## src/logic/alr_defs.svh

```systemverilog
// Purpose: Offsets, field positions and reset values of the result bank.
// Assumes: Four-bit register addresses, byte-wide registers.
// Notes:   Definitions only.
`ifndef ALR_DEFS_SVH
`define ALR_DEFS_SVH

// ---------------------------------------------------------------
// Register offsets
// ---------------------------------------------------------------
`define ALR_ADDR_IDENTITY 4'hA
`define ALR_ADDR_CH0_LOW 4'hC
`define ALR_ADDR_CH0_HIGH 4'hD
`define ALR_ADDR_CH1_LOW 4'hE
`define ALR_ADDR_CH1_HIGH 4'hF

// ---------------------------------------------------------------
// Fields and reset values
// ---------------------------------------------------------------
`define ALR_PART_MSB 7
`define ALR_PART_LSB 4
`define ALR_REV_MSB 3
`define ALR_REV_LSB 0
`define ALR_RESULT_RESET 16'h0000
`define ALR_BYTE_RESET 8'h00
`define ALR_NUM_CHAN 2

`endif

```

## src/logic/alr_pkg.sv

```systemverilog
// Purpose: Types shared by the result bank and its channel stores.
// Assumes: Nothing beyond the constants header.
// Notes:   Carries the read request as one packed struct.
package alr_pkg;

  typedef struct packed {
    logic strobe;
    logic word;
    logic [3:0] addr;
  } rd_req_type;

  typedef logic [15:0] result_type;

endpackage

```

## src/logic/ambient_light_result_regs.sv

```systemverilog
// Purpose: Read-only identity and result registers of a light sensor.
// Assumes: The serial-bus engine issues reads on this clock.
// Notes:   Answers come one cycle after the request.
//
// Notes on behaviour
// - Identity register at Ah, read-only, constant.
// - Identity holds part code 7:4, revision 3:0.
// - Each result is 16 bits over two bytes.
// - Channel 0 low at Ch, high at Dh.
// - Channel 1 low at Eh, high at Fh.
// - Result registers read-only, zero after reset.
// - Low read latches upper byte for later.
// - Latched upper byte survives later conversions.
// - Word read at low address returns both bytes.
`timescale 1ns/10ps
`include "alr_defs.svh"

module ambient_light_result_regs
  import alr_pkg::*;
#(
  // Identity codes; the default values are arbitrary.
  parameter logic [3:0] PART_CODE = 4'h5,
  parameter logic [3:0] REV_CODE = 4'h1
)
(
  // Clock and reset
  input wire logic i_clk,
  input wire logic i_rstn,
  // Read requests from the serial-bus engine
  input wire rd_req_type i_rd,
  // Conversion results
  input wire logic i_conv_done,
  input wire result_type i_chan0_value,
  input wire result_type i_chan1_value,
  // Read answer
  output logic o_rd_valid,
  output logic o_rd_hit,
  output logic [15:0] o_rd_data
);

  // ---------------------------------------------------------------
  // Address decode
  // ---------------------------------------------------------------
  wire logic [7:0] identity_value;
  wire logic hit_identity;
  wire logic hit_result;
  wire logic is_low;
  wire logic chan_sel;
  result_type live [`ALR_NUM_CHAN];
  logic [7:0] shadow [`ALR_NUM_CHAN];
  wire logic [`ALR_NUM_CHAN-1:0] capture;
  wire result_type chan_values [`ALR_NUM_CHAN];

  assign identity_value[`ALR_PART_MSB:`ALR_PART_LSB] = PART_CODE;
  assign identity_value[`ALR_REV_MSB:`ALR_REV_LSB] = REV_CODE;
  assign hit_identity = (i_rd.addr == `ALR_ADDR_IDENTITY);
  // Ch..Fh: bit 1 picks the channel, bit 0 picks the byte.
  assign hit_result =
    (i_rd.addr[3:2] == 2'(`ALR_ADDR_CH0_LOW >> 2));
  assign chan_sel = i_rd.addr[1];
  assign is_low = ~i_rd.addr[0];
  assign chan_values[0] = i_chan0_value;
  assign chan_values[1] = i_chan1_value;

  // ---------------------------------------------------------------
  // Channel stores
  // ---------------------------------------------------------------
  genvar g;
  generate
    for (g = 0; g < `ALR_NUM_CHAN; g = g + 1) begin : g_chan
      // Word reads also capture, so a later byte read of the high half
      // still matches the word.
      assign capture[g] = i_rd.strobe & hit_result & is_low &
                          (chan_sel == 1'(g));
      chan_result_store u_store (
        .i_clk(i_clk),
        .i_rstn(i_rstn),
        .i_update(i_conv_done),
        .i_value(chan_values[g]),
        .i_capture(capture[g]),
        .o_live(live[g]),
        .o_shadow(shadow[g])
      );
    end
  endgenerate

  // ---------------------------------------------------------------
  // Read data select
  // ---------------------------------------------------------------
  wire result_type sel_live;
  wire logic [7:0] sel_shadow;
  wire logic [15:0] result_data;
  wire logic [15:0] read_data;

  assign sel_live = chan_sel ? live[1] : live[0];
  assign sel_shadow = chan_sel ? shadow[1] : shadow[0];
  // Live value, not shadow, for the word: both bytes from one sample.
  assign result_data = !is_low ? {8'h00, sel_shadow} :
                       i_rd.word ? sel_live :
                       {8'h00, sel_live[7:0]};
  assign read_data = hit_identity ? {8'h00, identity_value} :
                     hit_result ? result_data : 16'h0000;

  logic rd_valid_q;
  logic rd_hit_q;
  logic [15:0] rd_data_q;

  always_ff @(posedge i_clk or negedge i_rstn) begin
    if (!i_rstn) begin
      rd_valid_q <= 1'b0;
      rd_hit_q <= 1'b0;
      rd_data_q <= 16'h0000;
    end else begin
      rd_valid_q <= i_rd.strobe;
      rd_hit_q <= i_rd.strobe & (hit_identity | hit_result);
      if (i_rd.strobe) begin
        rd_data_q <= read_data;
      end
    end
  end

  assign o_rd_valid = rd_valid_q;
  assign o_rd_hit = rd_hit_q;
  assign o_rd_data = rd_data_q;

  wire logic rd_low0 = i_rd.strobe && i_rd.addr == `ALR_ADDR_CH0_LOW;
  wire logic rd_high0 = i_rd.strobe && i_rd.addr == `ALR_ADDR_CH0_HIGH;
  wire logic rd_low1 = i_rd.strobe && i_rd.addr == `ALR_ADDR_CH1_LOW;
  wire logic rd_high1 = i_rd.strobe && i_rd.addr == `ALR_ADDR_CH1_HIGH;
endmodule // ambient_light_result_regs

```

## src/logic/chan_result_store.sv

```systemverilog
// Purpose: Live result and upper-byte shadow of one conversion channel.
// Assumes: Update and capture come from logic on the same clock.
// Notes:   A capture samples the live value before a same-cycle update.
`timescale 1ns/10ps
`include "alr_defs.svh"

module chan_result_store
  import alr_pkg::*;
(
  // Clock and reset
  input wire logic i_clk,
  input wire logic i_rstn,
  // Conversion side
  input wire logic i_update,
  input wire result_type i_value,
  // Read side
  input wire logic i_capture,
  output result_type o_live,
  output logic [7:0] o_shadow
);

  result_type live_q;
  logic [7:0] shadow_q;

  always_ff @(posedge i_clk or negedge i_rstn) begin
    if (!i_rstn) begin
      live_q <= `ALR_RESULT_RESET;
    end else if (i_update) begin
      live_q <= i_value;
    end
  end

  // The shadow only moves on a read at the low address, byte or word, so later conversions
  // cannot tear a pending upper-byte read.
  always_ff @(posedge i_clk or negedge i_rstn) begin
    if (!i_rstn) begin
      shadow_q <= `ALR_BYTE_RESET;
    end else if (i_capture) begin
      shadow_q <= live_q[15:8];
    end
  end

  assign o_live = live_q;
  assign o_shadow = shadow_q;

endmodule // chan_result_store

```

## config.mk

```make
export PLATFORM = sky130hd
export DESIGN_NAME = ambient_light_result_regs
export DESIGN_NICKNAME = d
export VERILOG_FILES = /design/src/logic/alr_pkg.sv /design/src/logic/ambient_light_result_regs.sv /design/src/logic/chan_result_store.sv
export VERILOG_INCLUDE_DIRS = /design/src /design/src/logic
export SDC_FILE = /design/constraint.sdc
export NUM_CORES = 1
export LEC_CHECK = 0
export BUFFER_PORTS_ARGS = -buffer_cell sky130_fd_sc_hd__buf_2
export CORE_MARGIN = 2
export CORE_UTILIZATION = 54
export CTS_BUF_LIST = sky130_fd_sc_hd__clkbuf_2
export DETAILED_ROUTE_END_ITERATION = 10
export PLACE_DENSITY_LB_ADDON = 0.05
export SYNTH_ARGS = -nofsm -noshare
export SYNTH_HDL_FRONTEND = slang
export SYNTH_SLANG_ARGS = --single-unit
```

## constraint.sdc

```tcl
create_clock -name i_clk -period 2.5 [get_ports i_clk]
set_clock_uncertainty 0.2 [all_clocks]
set_input_delay 0.375 -clock i_clk [delete_from_list [all_inputs] [get_ports i_clk]]
set_output_delay 0.375 -clock i_clk [all_outputs]
set_load 0.005 [all_outputs]
```

==> impl_results.md, run 1 <==
- Status: complete, no violations
- Die X: ~76 um
- Cell area after synthesis: roughly 0.0028 sq mm
- DRT Wirelength: approximately 5.4 mm
- Crit Path Category: in2reg
- Fillers: between 300 and 400
- Synth area leaders: dfrtp_1, mux2_2, mux4_2
- Effective utilization at floorplan: 0.554
- CP peak stage delay: 0.54 ns
- Nets: 327
- Drt initial violations: 95
- I/O Pins: roughly 60
- Syn-to-layout area delta: 27.4%
- Grt total ovfl: 0
- Slowest CP cell: dlygate4sd3_1
- Row cnt: 26
- Antenna violations before repair: 0
- RSZ-0062 raised after global routing: false
- Worst-skew pair later-pin latency: approximately 0.46 ns
- Final Setup Violations: 0
- Final Cycle Share: 0.758
- Final worst slack: 0.605 ns
- Finished Cell Area: ~0.0036 sq mm
- Die H: about 76 um
- WP buf/inv: 2
- Ant diodes: 0
- YS warnings: 0
- Pre-CTS setup slack: 0.427 ns
- Post-synth ARST share: 1.00
- Final std cells w/o fill: 360
- Critical Path RT: ~2.6 ns
- Final hold violation count: 0
- Main synth FF type: dfrtp_1
- Crit. End Element: flip-flop
- Setup Total Neg Slack: 0 ns
- CP Max Fanout: 8
- CTS tree: done
- Hold WS: about 0.078 ns
- Clock root cell: clkbuf_2
- Crit start category: input pin
- Layout cells sized above 1: 0.452
- Pwr/cell area: slightly below 600 mW/mm^2
- Post-synthesis cell type count: 20
- Fmax: about 530 MHz
- GP Congestion: around 0.75
- CTS resizes: 0
- First-pass GRT wire length: around 9.7 mm
- Detailed Place HPWL: 3.60 mm
- Drt first pass iters: 4
- Post-synth top area share: 0.591
- Worst IR Drop VDD: 0.000410 V
- Vias per inst: ~5.1
- Register area share after synthesis: 0.591
- Critical path cell sequence: dlygate4sd3_1, buf_2, nand3_2, nor3_4, mux2_2
- Crit path DAT: roughly 2 ns
- Final core utilization: 0.706
- Commonest non-fill, non-tap cell in the layout: dfrtp_1
- GRT Overall Usage: 0.217
- Critical path's top delay family: buffers and inverters
- Area leader, netlist: dfrtp_1
- Wirelength per Cell: around 15 um
- Slew HR: 0.517
- MaxCap Viol Count: 0
- PortBufs: 58
- Leakage: 1.67 nW
- Yosys reg bits: 66
- Most frequent cells in the layout: dfrtp_1, buf_2, mux2_2
- DRC violations left: 0
- Synthesized area per cell: 14.7 sq um
- Actual slew at the worst max-slew pin: 0.724 ns
- Core box area: ~0.005 sq mm
- Placed cell count: 310
- Placed Area: between 0.003 and 0.004 sq mm
- PnR Total Power: 2.12 mW
- Min Tclk post-route: about 1.9 ns
- Min-Delay Path Class: in2reg
- Vias in the first global route: around 2.0k
- Syn_nets: between 200 and 250
- CTS Buffer Depth: 2
- Full die area: slightly below 0.006 sq mm
- Final ANT Viol Nets: 0
- Largest net degree at the start of global routing: 40
- Post-Syn Instances: 190
- Total CTS buffers: 9
- Clock slew at reported path FFs: approximately 0.15 ns
- Number of flops mapped to enable cells by yosys: 0
- H-tree Lvls: 3
- Via count: around 1.8k
- Max-slew violations: 0
- Clock Sinks: 66
path summary, 6_finish.rpt:
kind	start	end	slack, ns	cells after the start
max in group asynchronous	i_rstn	o_rd_data[3]	1.21	3
min in group asynchronous	i_rstn	g_chan[0].u_store.o_live[4]	0.25	2
max reg2reg	g_chan[1].u_store.o_shadow[0]	o_rd_data[0]	1.14	3
min	i_rd[3]	o_rd_data[1]	0.08	3
min reg2reg	g_chan[0].u_store.o_live[5]	g_chan[0].u_store.o_live[5]	0.31	1
max	i_rd[2]	g_chan[0].u_store.o_shadow[4]	0.60	5
logic make-up (layout without fill, tap and decap cells):
logic type | Yosys count | after routing | synth area share
AOI/OAI and AO/OA | 17 | 17 | 0.0403
DFF | 66 | 66 | 0.591
buffers and inverters | 36 | 136 | 0.0596
muxes | 64 | 64 | 0.287
and+or+nand+nor | 7 | 7 | 0.0224
worst register-to-register path: stages, from the launching register on:
cell	delay (ns)
dfrtp_1	0.41
mux4_2	0.46
inv_1	0.07
o221ai_1	0.10
state kept, by name (all words and copies together), names as in the netlist:
signal                   count
g_chan.u_store.o_shadow     16
g_chan.u_store.o_live       32
o_rd_hit                     1
o_rd_valid                   1
o_rd_data                   16
synth_stat cells, drive strengths merged (3+ instances only):
master / n
dfrtp: 66
mux2: 48
inv: 25
o22ai: 13
buf: 8
mux2i: 8
mux4: 8
clkbuf: 3
o221ai: 3
report_power, final:
part / total, mW / switching [mW] / leakage (nW) / internal, mW
clock network: 0.473 / 0.346 / 0.0529 / 0.126
registers: 1.28 / 0.0775 / 0.815 / 1.20
logic: 0.369 / 0.132 / 0.806 / 0.237
total: 2.12 / 0.556 / 1.67 / 1.57
cell type report:
cell class	instances	area [sq um]	area share
clock inverters	4	20.0	0.00562
clock buffers	11	55.1	0.0155
inverters	25	93.8	0.0264
flip-flops and latches	66	1650	0.464
repair buffers	96	676	0.190
well taps	70	87.6	0.0246
multi-input cells	88	976	0.274
routing by layer:
metal,wire (um),up-vias,GRT usage
met2,2740,49,0.355
met3,172,8,0.0440
li1,-,857,-
met4,85,0,0.0927
met5,0,-,0
met1,2450,914,0.286
what timing repair did:
action,4_1_cts,5_1_grt
hold endpoints to repair,60,0
hold buffers,35,0
buffers inserted,0,0
Note: power is estimated with default switching activity, not from simulation.
==> inputs of run 2 (changes only) <==
clock period = 1.75 ns   (was 2.5 ns; I/O delays follow)
==> impl_results.md, run 2 (synthesis gave the netlist of run 1 again) <==
- Crit Path Category: in2reg
- Drt first pass iters: 4 (unchanged)
- Critical Path RT: 1.96 ns (-0.68 ns)
- Sw frac: 0.251 (-0.0114)
- Crit start category: input pin
- First-pass GRT wire length: 9.81 mm (+1.4%)
- Pre-CTS setup slack: 0.0661 ns (-0.361 ns)
- Slew HR: 0.770 (+0.253)
- Comb pwr share: 0.173 (about the same)
- DRC violations left: 0 (unchanged)
- Most frequent cells in the layout: dfrtp_1, buf_2, mux2_2
- Max-slew violations: 0 (unchanged)
- Vias per inst: 5.04 (-0.74%)
- Clock root cell: clkbuf_2
- Die H: 75.9 um (unchanged)
- MaxCap Viol Count: 0 (unchanged)
- Largest net degree at the start of global routing: 67 (+68%)
- Final Setup Violations: 0 (unchanged)
- Setup Total Neg Slack: 0 ns (unchanged)
- Crit. End Element: flip-flop
- Seq pwr share: 0.568 (-0.035)
- Final ANT Viol Nets: 0 (unchanged)
- H-tree Lvls: 3 (unchanged)
- Full die area: 0.00577 sq mm (unchanged)
- Final Cycle Share: 0.949
- Wirelength per Cell: 15.2 um (+0.49%)
- CTS Buffer Depth: 2 (unchanged)
- Reg2reg path depth: 3 (unchanged)
- Fmax: around 600 MHz
- Worst IR Drop VDD: 0.000555 V (+35%)
- Detailed Place HPWL: 3.87 mm (+7.6%)
- Worst-skew pair later-pin latency: 0.49 ns (+0.03 ns)
- Crit path DAT: 1.87 ns (-0.17 ns)
- CP Max Fanout: 8 (unchanged)
- Ant diodes: 0 (unchanged)
- I/O Pins: 59 (unchanged)
- Vias in the first global route: 2,035 (+1.6%)
- Nets: 339 (+3.7%)
- Max reg flops: 32 (unchanged)
- CTS tree: done
- DRT Wirelength: 5.67 mm (+4.1%)
- Row cnt: 26 (unchanged)
- Status: complete, no violations
- Antenna violations before repair: 0 (unchanged)
- Via count: 1,880 (+2.8%)
- Core box area: 0.00504 sq mm (unchanged)
- Layout cells sized above 1: 0.469 (+0.0169)
- Commonest non-fill, non-tap cell in the layout: dfrtp_1
- CTS resizes: 0 (unchanged)
- Clock slew at reported path FFs: 0.17 ns (+0.02 ns)
- Drt initial violations: 77 (-19%)
- RSZ-0062 raised after global routing: false
- Effective utilization at floorplan: 0.554 (unchanged)
- Clock Sinks: 66 (unchanged)
- Min-Delay Path Class: in2reg
- GP Congestion: 0.794 (+5.9%)
- Internal power: 2.41 mW (+54%)
- Syn-to-layout area delta: 32.2%
- Die X: 75.9 um (unchanged)
- Total CTS buffers: 9 (unchanged)
- Grt total ovfl: 0 (unchanged)
- Leakage: 1.75 nW (+4.8%)
- Pwr/cell area: 872 mW/mm^2 (+46%)
- GRT Overall Usage: 0.224 (+0.00631)
- Final worst slack: 0.0891 ns (-0.516 ns)
- PortBufs: 58 (unchanged)
- Clock Power Share: 0.260 (+0.037)
- Actual slew at the worst max-slew pin: 0.344 ns (-0.380 ns)
- Min Tclk post-route: between 1.5 and 2 ns
- Final hold violation count: 0 (unchanged)
- WHS Path Cells: 3 (unchanged)
- Switch Pwr: 0.807 mW (+45%)
[run 2: cell types whose count changed in the layout (fill, tap and decap cells not counted), sizes merged]
| cell | before | now |
|---|---|---|
| buf | 61 | 71 |
| bufinv | 0 | 1 |
| clkbuf | 11 | 12 |
| clkinvlp | 1 | 0 |
| dlygate4sd3 | 35 | 37 |
[run 2: layer usage]
metal / up-vias / track usage / share of wire
met5: - / 0 / 0
met1: 922 / 0.292 / 0.44
li1: 888 / - / -
met2: 60 / 0.357 / 0.49
met3: 10 / 0.0619 / 0.059
met4: 0 / 0.0927 / 0.015
[run 2: metrics by stage]
step / power, mW / utilization / hold slack, ns / area (sq um) / instances
2_1_floorplan: 2.16 / - / -0.233 / 2790 / 190
3_3_place_gp: 2.33 / 0.639 / 0.0973 / 3220 / 320
6_report: 3.22 / 0.733 / 0.0689 / 3690 / 373
5_1_grt: 3.42 / 0.733 / 0.0299 / 3690 / 373
4_1_cts: 3.26 / 0.733 / 0.0295 / 3690 / 373
3_5_place_dp: 2.36 / 0.639 / 0.103 / 3220 / 320
[run 2: cell type report]
type                            count  area (sq um)
Multi-Input combinational cell     88           976
Timing Repair Buffer              108           783
Clock buffer                       12          60.1
Inverter                           25          93.8
Clock inverter                      4          42.5
Fill cell                         370          1350
Sequential cell                    66          1650
Tap cell                           70          87.6
[run 2: final timing paths]
kind / from / slack (ns) / end
max: i_rd[2] / 0.09 / o_rd_data[12]
min: i_conv_done / 0.07 / g_chan[0].u_store.o_live[5]
max reg2reg: g_chan[1].u_store.o_shadow[6] / 0.39 / o_rd_data[6]
min reg2reg: g_chan[0].u_store.o_shadow[3] / 0.32 / g_chan[0].u_store.o_shadow[3]
max in group asynchronous: i_rstn / 0.97 / g_chan[0].u_store.o_live[14]
min in group asynchronous: i_rstn / 0.08 / o_rd_data[4]
[run 2: repair_timing]
item	CTS	global route
buffers inserted	0	0
hold buffers	37	0
hold endpoints to repair	109	0
[run 2: power groups by stage]
stage / Combinational [mW] / Sequential [mW] / Clock (mW)
floorplan: 0.337 / 1.82 / 0
global placement: 0.479 / 1.85 / 0
detailed placement: 0.499 / 1.86 / 0
CTS: 0.563 / 1.83 / 0.871
global route: 0.615 / 1.86 / 0.940
finish: 0.557 / 1.83 / 0.836
[run 2: worst max-delay path, cell delays in order]
cell and delay (ns):
dlygate4sd3_1 0.53, buf_2 0.13, nand3_2 0.18, or3b_1 0.57, o22ai_1 0.20
